$ cat config.mk
export PLATFORM = sky130hd
export DESIGN_NAME = srts_status_port
export DESIGN_NICKNAME = d
export VERILOG_FILES = /design/src/core/srts_pkg.sv /design/src/core/srts_bus_if.sv /design/src/core/srts_bus_front.sv /design/src/core/srts_status_port.sv
export SDC_FILE = /design/constraint.sdc
export NUM_CORES = 1
export LEC_CHECK = 0
export ABC_AREA = 0
export ABC_CLOCK_PERIOD_IN_PS = 1900
export BUFFER_PORTS_ARGS = -buffer_cell sky130_fd_sc_hd__buf_4
export CORE_UTILIZATION = 35
export CTS_CLUSTER_SIZE = 40
export DETAILED_ROUTE_END_ITERATION = 6
export GPL_TIMING_DRIVEN = 0
export PLACE_DENSITY = 0.54
export SLEW_MARGIN = 10
export SYNTH_ARGS = -nofsm -noshare
export SYNTH_HDL_FRONTEND = slang
export SYNTH_HIERARCHICAL = 1
export SYNTH_SLANG_ARGS = --single-unit
$ cat constraint.sdc
create_clock -name clock -period 1.9 [get_ports clock]
set_clock_uncertainty 0.15 [all_clocks]
set_input_delay 0.285 -clock clock [delete_from_list [all_inputs] [get_ports clock]]
set_output_delay 0.285 -clock clock [all_outputs]
set_load 0.03 [all_outputs]
$ cat src/core/srts_pkg.sv
package srts_pkg;
    // Status bit positions
    localparam int SR_TX_READY = 0;
    localparam int SR_RX_READY = 1;
    localparam int SR_TX_EMPTY = 2;
    localparam int SR_PARITY = 3;
    localparam int SR_OVERRUN = 4;
    localparam int SR_WORD_ERR = 5;
    localparam int SR_FIRST_CHAR = 6;
    localparam int SR_UNDERRUN = 7;
    localparam logic [7:0] STATUS_RESET = 8'h05;
    localparam logic [7:0] RX_HOLD_RESET = 8'h00;
    localparam logic [7:0] DATA_OUT_RESET = 8'h00;
    // Pins idle: cs_n, reg_select, rd_n, wr_n high, data low
    localparam logic [11:0] PIN_IDLE = 12'hf00;
    localparam int PIN_SYNC_STAGES = 3;
    localparam int PIN_CS_N = 11;
    localparam int PIN_SEL = 10;
    localparam int PIN_RD_N = 9;
    localparam int PIN_WR_N = 8;
endpackage : srts_pkg

$ cat src/core/srts_bus_if.sv
`timescale 1ns/100ps
interface srts_bus_if;
    logic rd_active;
    logic sel_status;
    logic rd_rx_done;
    logic wr_ctrl;
    logic wr_tx;
    logic [7:0] wdata;

    modport front (output rd_active, output sel_status, output rd_rx_done,
        output wr_ctrl, output wr_tx, output wdata);
    modport core (input rd_active, input sel_status, input rd_rx_done,
        input wr_ctrl, input wr_tx, input wdata);
endinterface : srts_bus_if

$ cat src/core/srts_bus_front.sv
`timescale 1ns/100ps
module srts_bus_front #(
    parameter int STAGES = srts_pkg::PIN_SYNC_STAGES
) (
    input wire logic clock,
    input wire logic rst_n,
    input wire logic cs_n,
    input wire logic reg_select,
    input wire logic rd_n,
    input wire logic wr_n,
    input wire logic [7:0] data_in,
    srts_bus_if.front bus
);
    if (STAGES < 3) begin : g_bad_stages
        $error("srts_bus_front needs at least three sync stages");
    end

    logic [11:0] sync_r [STAGES];
    logic [11:0] sync_nxt [STAGES];
    logic [11:0] filt_r;
    logic [11:0] filt_nxt;
    logic [11:0] prev_r;
    logic [11:0] prev_nxt;

    // A bit is accepted only once the last two stages agree
    always_comb begin
        sync_nxt[0] = {cs_n, reg_select, rd_n, wr_n, data_in};
        for (int i = 1; i < STAGES; i++) begin
            sync_nxt[i] = sync_r[i-1];
        end
        filt_nxt = filt_r;
        for (int b = 0; b < 12; b++) begin
            if (sync_r[STAGES-2][b] == sync_r[STAGES-1][b]) begin
                filt_nxt[b] = sync_r[STAGES-1][b];
            end
        end
        prev_nxt = filt_r;
    end

    always_ff @(posedge clock or negedge rst_n) begin
        if (!rst_n) begin
            for (int i = 0; i < STAGES; i++) begin
                sync_r[i] <= srts_pkg::PIN_IDLE;
            end
            filt_r <= srts_pkg::PIN_IDLE;
            prev_r <= srts_pkg::PIN_IDLE;
        end else begin
            sync_r <= sync_nxt;
            filt_r <= filt_nxt;
            prev_r <= prev_nxt;
        end
    end

    logic prev_sel;
    logic rd_end;
    logic wr_end;

    // Strobes act on their trailing edge, when the data bus is settled
    assign prev_sel = !prev_r[srts_pkg::PIN_CS_N];
    assign rd_end = !prev_r[srts_pkg::PIN_RD_N] && filt_r[srts_pkg::PIN_RD_N]
        && prev_r[srts_pkg::PIN_WR_N];
    assign wr_end = !prev_r[srts_pkg::PIN_WR_N] && filt_r[srts_pkg::PIN_WR_N]
        && prev_r[srts_pkg::PIN_RD_N];

    assign bus.rd_active = !filt_r[srts_pkg::PIN_CS_N] && !filt_r[srts_pkg::PIN_RD_N]
        && filt_r[srts_pkg::PIN_WR_N];
    assign bus.sel_status = filt_r[srts_pkg::PIN_SEL];
    assign bus.rd_rx_done = prev_sel && rd_end && !prev_r[srts_pkg::PIN_SEL];
    assign bus.wr_ctrl = prev_sel && wr_end && prev_r[srts_pkg::PIN_SEL];
    assign bus.wr_tx = prev_sel && wr_end && !prev_r[srts_pkg::PIN_SEL];
    assign bus.wdata = prev_r[7:0];
endmodule : srts_bus_front

$ cat src/core/srts_status_port.sv
`timescale 1ns/100ps
// Notes on behaviour
// - Selected, reg_select high, read low, write high: status drives the data bus.
// - Selected, reg_select high, read high, write low: bus value is a control write.
// - Status order top to bottom: underrun, first char, word err, overrun, parity.
// - tx_empty_flag is high while transmitter idle, low while sending.
// - parity_error_flag sets when a received character fails parity.
// - word_error_flag sums sequence, overrun, parity and underrun errors.
// - first_char_ready sets once the first character of a word is held.
// - tx_ready updates within half a transmit clock of the bit centre.
// - tx_empty_flag updates within half a transmit clock of the last bit centre.
// - tx_ready sets when a character moves from holding to shift register.
// - Multi-character underrun when next character is late, except on the last.
// - reg_select low: read returns rx_holding_reg, write loads transmit holding.
module srts_status_port (
    input wire logic clock,
    input wire logic rst_n,
    input wire logic cs_n,
    input wire logic reg_select,
    input wire logic rd_n,
    input wire logic wr_n,
    input wire logic [7:0] data_in,
    output logic [7:0] data_out,
    output logic data_oe,
    input wire logic multi_char,
    input wire logic tx_shift_load,
    input wire logic tx_char_done,
    input wire logic tx_last_char,
    input wire logic tx_busy,
    input wire logic rx_char_done,
    input wire logic [7:0] rx_char,
    input wire logic rx_first,
    input wire logic rx_parity_bad,
    input wire logic rx_seq_bad,
    output logic [7:0] tx_hold_data,
    output logic tx_hold_full,
    output logic [7:0] control_data,
    output logic control_wr,
    output logic [7:0] status_flags
);
    srts_bus_if bus ();

    srts_bus_front #(
        .STAGES(srts_pkg::PIN_SYNC_STAGES)
    ) u_front (
        .clock(clock),
        .rst_n(rst_n),
        .cs_n(cs_n),
        .reg_select(reg_select),
        .rd_n(rd_n),
        .wr_n(wr_n),
        .data_in(data_in),
        .bus(bus)
    );

    logic [7:0] status_r;
    logic [7:0] status_nxt;
    logic [7:0] rx_hold_r;
    logic [7:0] rx_hold_nxt;
    logic [7:0] tx_hold_r;
    logic [7:0] tx_hold_nxt;
    logic hold_full_r;
    logic hold_full_nxt;
    logic [7:0] ctrl_r;
    logic [7:0] ctrl_nxt;
    logic ctrl_wr_r;
    logic ctrl_wr_nxt;
    logic [7:0] dout_r;
    logic [7:0] dout_nxt;

    logic set_overrun;
    logic set_parity;
    logic set_underrun;

    assign set_overrun = rx_char_done && status_r[srts_pkg::SR_RX_READY]
        && !bus.rd_rx_done;
    assign set_parity = rx_char_done && rx_parity_bad;
    // Late reload leaves the shifter with nothing; the word's last char is exempt
    assign set_underrun = tx_char_done && multi_char && !tx_last_char
        && !hold_full_r && !tx_shift_load;

    // Each flag takes one clock after its event, far inside half a bit clock
    always_comb begin
        status_nxt = status_r;
        rx_hold_nxt = rx_hold_r;
        tx_hold_nxt = tx_hold_r;
        hold_full_nxt = hold_full_r;
        ctrl_nxt = ctrl_r;
        ctrl_wr_nxt = 1'b0;
        // Error flags are sticky until the next control write
        if (bus.wr_ctrl) begin
            ctrl_nxt = bus.wdata;
            ctrl_wr_nxt = 1'b1;
            status_nxt[srts_pkg::SR_PARITY] = 1'b0;
            status_nxt[srts_pkg::SR_OVERRUN] = 1'b0;
            status_nxt[srts_pkg::SR_WORD_ERR] = 1'b0;
            status_nxt[srts_pkg::SR_UNDERRUN] = 1'b0;
        end
        if (bus.wr_tx) begin
            tx_hold_nxt = bus.wdata;
            hold_full_nxt = 1'b1;
            status_nxt[srts_pkg::SR_TX_READY] = 1'b0;
        end
        if (tx_shift_load) begin
            hold_full_nxt = bus.wr_tx;
            status_nxt[srts_pkg::SR_TX_READY] = 1'b1;
        end
        if (bus.rd_rx_done) begin
            status_nxt[srts_pkg::SR_RX_READY] = 1'b0;
            status_nxt[srts_pkg::SR_FIRST_CHAR] = 1'b0;
        end
        if (rx_char_done) begin
            rx_hold_nxt = rx_char;
            status_nxt[srts_pkg::SR_RX_READY] = 1'b1;
            if (rx_first) begin
                status_nxt[srts_pkg::SR_FIRST_CHAR] = 1'b1;
            end
        end
        if (set_overrun) begin
            status_nxt[srts_pkg::SR_OVERRUN] = 1'b1;
        end
        if (set_parity) begin
            status_nxt[srts_pkg::SR_PARITY] = 1'b1;
        end
        if (set_underrun) begin
            status_nxt[srts_pkg::SR_UNDERRUN] = 1'b1;
        end
        if (set_overrun || set_parity || set_underrun || rx_seq_bad) begin
            status_nxt[srts_pkg::SR_WORD_ERR] = 1'b1;
        end
        status_nxt[srts_pkg::SR_TX_EMPTY] = !tx_busy && !hold_full_nxt;
        dout_nxt = bus.sel_status ? status_r : rx_hold_r;
    end

    always_ff @(posedge clock or negedge rst_n) begin
        if (!rst_n) begin
            status_r <= srts_pkg::STATUS_RESET;
            rx_hold_r <= srts_pkg::RX_HOLD_RESET;
            tx_hold_r <= srts_pkg::RX_HOLD_RESET;
            hold_full_r <= 1'b0;
            ctrl_r <= srts_pkg::DATA_OUT_RESET;
            ctrl_wr_r <= 1'b0;
            dout_r <= srts_pkg::DATA_OUT_RESET;
        end else begin
            status_r <= status_nxt;
            rx_hold_r <= rx_hold_nxt;
            tx_hold_r <= tx_hold_nxt;
            hold_full_r <= hold_full_nxt;
            ctrl_r <= ctrl_nxt;
            ctrl_wr_r <= ctrl_wr_nxt;
            dout_r <= dout_nxt;
        end
    end

    assign data_out = dout_r;
    assign data_oe = bus.rd_active;
    assign tx_hold_data = tx_hold_r;
    assign tx_hold_full = hold_full_r;
    assign control_data = ctrl_r;
    assign control_wr = ctrl_wr_r;
    assign status_flags = status_r;
endmodule : srts_status_port

# Word-level counts from Yosys, hierarchy flattened
# Cells that the tools add are included.
# totals
ff_bits	102
latchBits	0
mem_bits_rw	0
romBits	0
input_bits	31
out_inout_bits	35
elab_cells	98
n_memories	0
# classes
add_sub_neg	0
multipliers	0
n_div	0
magnitude_cmp	0
n_eq_ne	12
shifts	0
n_mux	17
n_bitwise	0
reduce_logical	40
# op_table
cell	count
logical AND 1 bit	19
2-to-1 mux 1 bit	15
== test 1 bit	12
logical NOT 1 bit	12
nonzero test 2 bit	6
2-to-1 mux 8 bit	1
logical OR 1 bit	3
2-to-1 mux 3 bit	1

# Depth between registers and ports, before layout
# Gate-level depths: netlist of the first run.
# logic_depth
word_depth	11
depth_mapped	6
ltp_nobuf	5

# By module
# The synthesis of the first run kept the hierarchy.
# modules_own_cells
mod	instances	cells_per_inst	area_per_inst_um2	seq_area_each_um2
srts_bus_front	1	86	1765.4	1526.5
srts_status_port	1	98	1577.8	1053.5

# Least setup slack after synthesis of the first run
# No wires, ideal clock.
# synth_path
path_type	register -> output
from	register u_front.filt_r[8]
to	output data_oe
t_arrival_ps	1280
t_required_ps	1465
slack_ps	185
stages_incl_launch_ff	2
n_path_buf	0
cell_sequence	dfstp_2 > nor3b_1
# synth_via
elab_chain_cells	1
# synth_lines
element	line_no	text
start: declaration	srts_bus_front.sv:20	logic [11:0] filt_r;
start signal: assignment	srts_bus_front.sv:45	filt_r <= srts_pkg::PIN_IDLE;
start signal: assignment	srts_bus_front.sv:49	filt_r <= filt_nxt;
logical AND 1 bit	srts_bus_front.sv:66	&& filt_r[srts_pkg::PIN_WR_N];
end: declaration	srts_status_port.sv:24	output logic data_oe,
# Every way passes these cells.

# Final worst setup path of the first run
# Same ends and word-level chain as after synthesis.

==> flow_metrics.env, run 1 <==
export IMPL_tightestPinTransition_ns=0.413
export IMPL_fin_max_slew_vios=0
export IMPL_seq_area_frac_synth=0.772
export IMPL_final_setup_tns_ns=0
export IMPL_detailed_place_hpwl_mm=3.28
export IMPL_insertion_delay_ns=0.35
export IMPL_cts_max_level=3
export IMPL_final_period_minus_worst_setup_slack_ns=1.78
export IMPL_ant_nets=0
export IMPL_rr_startpoint="u_front/filt_r[8]$_DFFE_PN1N_"
export IMPL_p_seq_frac=0.516
export IMPL_vias_per_cell=4.22
export IMPL_drt_first_iter_violations=25
export IMPL_cts_repair_resize_count=0
export IMPL_cp_startpoint="u_front/filt_r[8]$_DFFE_PN1N_"
export IMPL_multiInputGateArea_um2=646
export IMPL_ys_ff_latch=102
export IMPL_cp_start_kind="register"
export IMPL_holdCritPathClass="input port to register"
export IMPL_holdBufCountCts=23
export IMPL_fin_area_mm2=0.00446
export IMPL_core_region_area_mm2=0.00924
export IMPL_synthDistinctLibCells=22
export IMPL_routed_wl_mm=5.28
export IMPL_static_leakage_nw=2.02
export IMPL_min_period_over_period=0.937
export IMPL_row_count=35
export IMPL_grt_overflow_total=0
export IMPL_drt_wirelength_per_cell_um=12.6
export IMPL_unrepaired_setup_endpoints_after_global_routing="no"
export IMPL_pwr_share_comb=0.226
export IMPL_synthCells=184
export IMPL_syn_mean_instance_area_um2=18.2
export IMPL_synth_top_area_frac=0.599
export IMPL_placed_cells=378
export IMPL_via_count=1767
export IMPL_slowest_delay_ns=0.58
export IMPL_numCtsBuffers=9
export IMPL_fmax_mhz=562
export IMPL_final_cells=419
export IMPL_die_w_um=99.7
export IMPL_antenna_violations_before_repair=0
export IMPL_critical_path_maximum_fanout=5
export IMPL_numPortBuffers=65
export IMPL_total_power_per_unit_cell_area_mw_per_mm2=1150
export IMPL_library_cell_occupying_the_most_area_in_the_post_synthesis_netlist="sky130_fd_sc_hd__dfrtp_1"
export IMPL_top_level_ports=66
export IMPL_num_antenna_cells=0
export IMPL_synth_cell_area_mm2=0.00334
export IMPL_layout_cells_sized_above_1=0.559
export IMPL_grt_pass1_vias=1830
export IMPL_post_dp_cell_area_mm2=0.00399
export IMPL_grt_max_degree=103
export IMPL_clk_pin_slew_ns=0.10
export IMPL_arrival_ns=1.35
export IMPL_critical_path_cell_by_cell="nor3b_1, buf_4"
export IMPL_power_share_clock=0.259
export IMPL_post_cts_buffers=0
export IMPL_initial_utilization=0.362
export IMPL_vdd_drop_max_uv=557
export IMPL_area_growth_synth_to_final_pct=33.5
export IMPL_floorplan_die_height_um=99.7
export IMPL_cap_violations=0
export IMPL_critical_path_required_ns=1.46
export IMPL_track_usage=0.118
export IMPL_final_nets=316
export IMPL_swShare=0.299
export IMPL_num_fill_cells=807
export IMPL_final_seq_area_mm2=0.00258
export IMPL_synthesis_nets=215
export IMPL_slew_headroom=0.725
export IMPL_report_power_total_w=0.00515
export IMPL_cts_tree="yes"
export IMPL_internal_power_w=0.00361
export IMPL_synth_warning_count=6
export IMPL_net_switching_component_of_the_power_w=0.00154
export IMPL_outcome="complete, no violations"
export IMPL_grt_pass1_wl_mm=8.80
export IMPL_die_outline_area_mm2=0.00995
export IMPL_drt_first_pass_iters=2
export IMPL_report_final_setup_viol=0
export IMPL_cts_max_path_buffers=2
export IMPL_worst_hold_startpoint="rx_char[7]"
export IMPL_worst_path_max_delay_cell="sky130_fd_sc_hd__dfstp_2"
export IMPL_drc_markers=0
export IMPL_type_of_destination_of_the_critical_path="primary output"
export IMPL_clock_sinks=102
export IMPL_netlist_top_cells_area="sky130_fd_sc_hd__dfrtp_1 60%, sky130_fd_sc_hd__dfstp_2 17%, sky130_fd_sc_hd__mux2_2 9.1%"
export IMPL_ctsRootBufferMaster="sky130_fd_sc_hd__clkbuf_8"
export IMPL_finalHoldViolCount=0
export IMPL_routabilityCongestion=0.676
export IMPL_worstSetupPathType="register to primary output"
-- cells in the final DEF (no fill, tap or decap) --
| cell | synthesis | layout |
|---|---|---|
| sky130_fd_sc_hd__dfrtp_1 | 80 | 80 |
| sky130_fd_sc_hd__buf_4 | 8 | 72 |
| sky130_fd_sc_hd__mux2_2 | 27 | 27 |
| sky130_fd_sc_hd__dlygate4sd3_1 | 0 | 24 |
| sky130_fd_sc_hd__dfstp_2 | 22 | 22 |
| sky130_fd_sc_hd__maj3_2 | 12 | 12 |
| sky130_fd_sc_hd__clkbuf_8 | 0 | 9 |
| sky130_fd_sc_hd__inv_1 | 5 | 5 |
| sky130_fd_sc_hd__mux2_4 | 5 | 5 |
| sky130_fd_sc_hd__buf_6 | 3 | 4 |
| sky130_fd_sc_hd__o21ai_0 | 4 | 4 |
| sky130_fd_sc_hd__nor2_1 | 4 | 4 |
| sky130_fd_sc_hd__a22o_2 | 2 | 2 |
| sky130_fd_sc_hd__inv_6 | 0 | 2 |
| sky130_fd_sc_hd__clkinv_4 | 0 | 2 |
| sky130_fd_sc_hd__and4b_1 | 2 | 2 |
| sky130_fd_sc_hd__buf_2 | 1 | 1 |
| sky130_fd_sc_hd__nand2_1 | 1 | 1 |
| sky130_fd_sc_hd__a21o_1 | 1 | 1 |
| sky130_fd_sc_hd__nor2b_1 | 1 | 1 |
| sky130_fd_sc_hd__or2_1 | 1 | 1 |
| sky130_fd_sc_hd__nand4_1 | 1 | 1 |
| sky130_fd_sc_hd__a21oi_1 | 1 | 1 |
| sky130_fd_sc_hd__nand3_1 | 1 | 1 |
| sky130_fd_sc_hd__clkinv_2 | 0 | 1 |
| sky130_fd_sc_hd__clkbuf_16 | 0 | 1 |
| sky130_fd_sc_hd__inv_8 | 0 | 1 |
| sky130_fd_sc_hd__buf_16 | 0 | 1 |
| sky130_fd_sc_hd__nor3b_1 | 1 | 1 |
| sky130_fd_sc_hd__and4_1 | 1 | 1 |
-- registers in the layout, indices dropped and copies added, names as in the netlist --
signal and cells:
tx_hold_data 8, u_front/filt_r 12, control_wr 1, tx_hold_full 1, u_front/prev_r 12, u_front/sync_r 12
data_out 8, control_data 8, status_flags 8, u_front/sync_nxt 24, rx_hold_r 8
-- layer usage --
metal	vias up	GRT usage	wire length, µm
li1	811	-	-
met1	899	0.160	2450
met2	47	0.176	2470
met3	10	0.0316	239
met4	0	0.0611	109
met5	-	0	0
-- final timing paths --
kind / endpoint / slack, ns / cells past startpoint
worst min register to register: u_front/sync_nxt[0]$_DFF_PN0_ / 0.20 / 0
worst max-delay path: data_oe / 0.12 / 2
min in group asynchronous: control_wr$_DFF_PN0_ / 0.28 / 2
worst max register to register: control_data[3]$_DFFE_PN0P_ / 0.30 / 3
max in group asynchronous: u_front/sync_nxt[20]$_DFF_PN1_ / 0.70 / 3
worst min-delay path: rx_hold_r[7]$_DFFE_PN0P_ / 0.02 / 2
-- cell type report --
type	instances	share of cell area
Timing Repair Buffer	90	0.170
Clock inverter	6	0.0115
Clock buffer	10	0.0334
Sequential cell	102	0.578
Buffer	12	0.0221
Multi-Input combinational cell	65	0.145
Inverter	5	0.00420
Tap cell	129	0.0362
-- worst max-delay path: cells and delay by family (launching register included) --
kind | cells | cell delay [ns]
flip-flops | 1 | 0.58
AND/OR/NAND/NOR | 1 | 0.22
buffers and inverters | 1 | 0.20
-- through the flow --
stage | setup slack, ns | util | hold slack (ns)
2_1_floorplan | 0.185 | - | -0.161
3_3_place_gp | 0.305 | 0.432 | 0.181
3_5_place_dp | 0.303 | 0.432 | 0.185
4_1_cts | 0.0492 | 0.479 | 0.00123
5_1_grt | 0.0143 | 0.483 | 0.00622
6_report | 0.119 | 0.483 | 0.0236
-- cell usage after synthesis --
| cell type | instances |
|---|---|
| sky130_fd_sc_hd__a21o_1 | 1 |
| sky130_fd_sc_hd__a21oi_1 | 1 |
| sky130_fd_sc_hd__mux2_4 | 5 |
| sky130_fd_sc_hd__buf_6 | 3 |
| sky130_fd_sc_hd__maj3_2 | 12 |
| sky130_fd_sc_hd__nand2_1 | 1 |
| sky130_fd_sc_hd__and4_1 | 1 |
| sky130_fd_sc_hd__nand3_1 | 1 |
| sky130_fd_sc_hd__a22o_2 | 2 |
| sky130_fd_sc_hd__buf_4 | 8 |
| sky130_fd_sc_hd__nor2_1 | 4 |
| sky130_fd_sc_hd__nand4_1 | 1 |
| sky130_fd_sc_hd__dfrtp_1 | 80 |
| sky130_fd_sc_hd__and4b_1 | 2 |
| sky130_fd_sc_hd__inv_1 | 5 |
| sky130_fd_sc_hd__nor3b_1 | 1 |
| sky130_fd_sc_hd__buf_2 | 1 |
| sky130_fd_sc_hd__or2_1 | 1 |
| sky130_fd_sc_hd__mux2_2 | 27 |
| sky130_fd_sc_hd__nor2b_1 | 1 |
| sky130_fd_sc_hd__o21ai_0 | 4 |
| sky130_fd_sc_hd__dfstp_2 | 22 |
-- power by group through the flow --
stage | clock network, W | registers (W) | logic, W
final | 0.00133 | 0.00266 | 0.00116
after global routing | 0.00148 | 0.00270 | 0.00124
after CTS | 0.00140 | 0.00267 | 0.00117
after detailed placement | 0 | 0.00271 | 0.00113
after global placement | 0 | 0.00270 | 0.00111
after floorplan | 0 | 0.00306 | 0.000279
-- logic make-up after synthesis --
| logic type | count (synthesis) | share of synthesized area |
|---|---|---|
| adder cells (fa/ha/maj) | 12 | 0.0404 |
| buffers and inverters | 17 | 0.0352 |
| AO/OA/AOI/OAI | 8 | 0.0157 |
| AND/OR/NAND/NOR | 13 | 0.0236 |
| multiplexers | 32 | 0.113 |
| flip-flops | 102 | 0.772 |
Note: power is estimated with default switching activity, not from simulation.
==> run 2, diff against run 1 <==
- ABC_CLOCK_PERIOD_IN_PS: 1900 -> 1750
- clock period: 1.9 -> 1.75 ns (I/O delays scaled with it)
==> run 2 against run 1 <==
Routed wire length is 1.6% higher. First-iteration DRC count fell by 28%. Combinational power increased by 10%. Via count grew 0.68%. Critical endpoint unchanged.
==> flow_metrics.env, run 2 (same netlist as run 1, synthesis figures left out) <==
export IMPL_outcome="complete, no violations"
export IMPL_die_w_um=99.7
export IMPL_holdCritPathClass="input port to register"
export IMPL_final_setup_tns_ns=0
export IMPL_report_final_setup_viol=0
export IMPL_cts_max_level=3
export IMPL_vdd_drop_max_uv=605
export IMPL_type_of_destination_of_the_critical_path="primary output"
export IMPL_drc_markers=0
export IMPL_slew_headroom=0.725
export IMPL_worstRegToRegCells=4
export IMPL_reg2reg_slack_ns=0.10
export IMPL_insertion_delay_ns=0.35
export IMPL_detailed_place_hpwl_mm=3.28
export IMPL_total_power_per_unit_cell_area_mw_per_mm2=1240
export IMPL_routabilityCongestion=0.676
export IMPL_grt_pass1_vias=1838
export IMPL_grt_max_degree=103
export IMPL_unrepaired_setup_endpoints_after_global_routing="no"
export IMPL_final_seq_area_mm2=0.00258
export IMPL_cp_depth=2
export IMPL_endpoint="data_oe"
export IMPL_clk_pin_slew_ns=0.10
export IMPL_row_count=35
export IMPL_numPortBuffers=65
export IMPL_rr_startpoint="u_front/filt_r[8]$_DFFE_PN1N_"
export IMPL_num_fill_cells=805
export IMPL_cp_startpoint="u_front/filt_r[8]$_DFFE_PN1N_"
export IMPL_cap_violations=0
export IMPL_cp_start_kind="register"
export IMPL_floorplan_die_height_um=99.7
export IMPL_critical_path_maximum_fanout=3
export IMPL_min_period_over_period=0.953
export IMPL_core_region_area_mm2=0.00924
export IMPL_arrival_ns=1.25
export IMPL_track_usage=0.118
export IMPL_fin_area_mm2=0.00451
export IMPL_slowest_delay_ns=0.55
export IMPL_worst_path_dominant_cell_family="flip-flops"
export IMPL_die_outline_area_mm2=0.00995
export IMPL_top_level_ports=66
export IMPL_multiInputGateArea_um2=653
export IMPL_grt_pass1_wl_mm=8.80
export IMPL_drt_first_pass_iters=4
export IMPL_numCtsBuffers=9
export IMPL_area_growth_synth_to_final_pct=35.0
export IMPL_layout_cells_sized_above_1=0.566
export IMPL_cts_max_path_buffers=2
export IMPL_vias_per_cell=4.20
export IMPL_final_nets=321
export IMPL_clock_sinks=102
export IMPL_post_dp_cell_area_mm2=0.00399
export IMPL_layout_cells_most_common_list="80 x sky130_fd_sc_hd__dfrtp_1, 75 x sky130_fd_sc_hd__buf_4, 27 x sky130_fd_sc_hd__mux2_2"
export IMPL_initial_utilization=0.362
export IMPL_critical_path_required_ns=1.34
export IMPL_fin_max_slew_vios=0
export IMPL_routed_wl_mm=5.36
export IMPL_static_leakage_nw=2.04
export IMPL_finalHoldViolCount=0
export IMPL_ant_nets=0
export IMPL_drt_wirelength_per_cell_um=12.6
export IMPL_largest_register_ffs=24
export IMPL_final_period_minus_worst_setup_slack_ns=1.67
export IMPL_worst_path_max_delay_cell="sky130_fd_sc_hd__dfstp_2"
export IMPL_tightestPinTransition_ns=0.412
export IMPL_via_count=1779
export IMPL_critical_path_cell_by_cell="nor3b_2, buf_4"
export IMPL_reg2reg_end="tx_hold_data[3]$_DFFE_PN0P_"
export IMPL_drt_first_iter_violations=18
export IMPL_fmax_mhz=600
export IMPL_cts_tree="yes"
export IMPL_final_common_cell="sky130_fd_sc_hd__dfrtp_1"
export IMPL_antenna_violations_before_repair=0
export IMPL_worstSetupPathType="register to primary output"
export IMPL_ctsRootBufferMaster="sky130_fd_sc_hd__clkbuf_8"
export IMPL_critical_path_n_buffers_inverters=1
export IMPL_grt_overflow_total=0
export IMPL_num_antenna_cells=0
[run 2: cell count changes in the layout (fill, tap and decap cells not counted)]
| cell | change |
|---|---|
| sky130_fd_sc_hd__nor3b_1 | -1 |
| sky130_fd_sc_hd__and4_4 | +1 |
| sky130_fd_sc_hd__nor3b_2 | +1 |
| sky130_fd_sc_hd__and4_1 | -1 |
| sky130_fd_sc_hd__buf_4 | +3 |
| sky130_fd_sc_hd__dlygate4sd3_1 | +2 |
[run 2: cell type report]
| type | instances | area share |
|---|---|---|
| repair buffers | 95 | 0.178 |
| inverters | 5 | 0.00416 |
| flip-flops and latches | 102 | 0.572 |
| well taps | 129 | 0.0358 |
| plain buffers | 12 | 0.0219 |
| clock inverters | 6 | 0.0114 |
| multi-input cells | 65 | 0.145 |
| clock buffers | 10 | 0.0330 |
[run 2: timing repair]
action                                  4_1_cts  5_1_grt
cloned                                        0        1
gates resized for setup                       1        4
endpoints found under the hold margin        25       28
hold buffers                                 25        1
buffers inserted                              2        0
endpoints found under the setup margin        1        4
[run 2: worst min-delay path by stage]
| stage | slack (ns) | depth (start not counted) | end | start |
|---|---|---|---|---|
| after floorplan | -0.18 | 0 | control_data[0]$_DFFE_PN0P_ | rst_n |
| after global placement | 0.18 | 0 | u_front/sync_nxt[0]$_DFF_PN0_ | u_front/sync_nxt[12]$_DFF_PN0_ |
| after detailed placement | 0.18 | 0 | u_front/sync_nxt[0]$_DFF_PN0_ | u_front/sync_nxt[12]$_DFF_PN0_ |
| after CTS | 0.04 | 2 | rx_hold_r[1]$_DFFE_PN0P_ | rx_char_done |
| after global routing | 0.04 | 2 | rx_hold_r[1]$_DFFE_PN0P_ | rx_char_done |
| final | 0.06 | 2 | rx_hold_r[1]$_DFFE_PN0P_ | rx_char_done |
[run 2: power breakdown]
| group | switching (W) | leakage (nW) | internal (W) |
|---|---|---|---|
| Sequential | 0.000176 | 1.16 | 0.00271 |
| Clock | 0.000826 | 0.104 | 0.000627 |
| Combinational | 0.000681 | 0.781 | 0.000595 |
| Total | 0.00168 | 2.04 | 0.00393 |
[run 2: metal layers]
metal	track usage	up-vias	part of all wire
met2	0.177	47	0.47
met5	0	-	0
met4	0.0611	0	0.020
met3	0.0309	10	0.043
li1	-	821	-
met1	0.159	901	0.47
[run 2: stage by stage]
step / util / hold WS, ns / setup WS, ns / cells / total power [W]
6_report: 0.489 / 0.0590 / 0.0827 / 424 / 0.00561
5_1_grt: 0.489 / 0.0443 / 0.00921 / 424 / 0.00590
4_1_cts: 0.483 / 0.0397 / 0.0415 / 421 / 0.00570
3_5_place_dp: 0.432 / 0.185 / 0.153 / 378 / 0.00416
3_3_place_gp: 0.432 / 0.181 / 0.155 / 378 / 0.00414
2_1_floorplan: - / -0.183 / 0.0573 / 184 / 0.00362
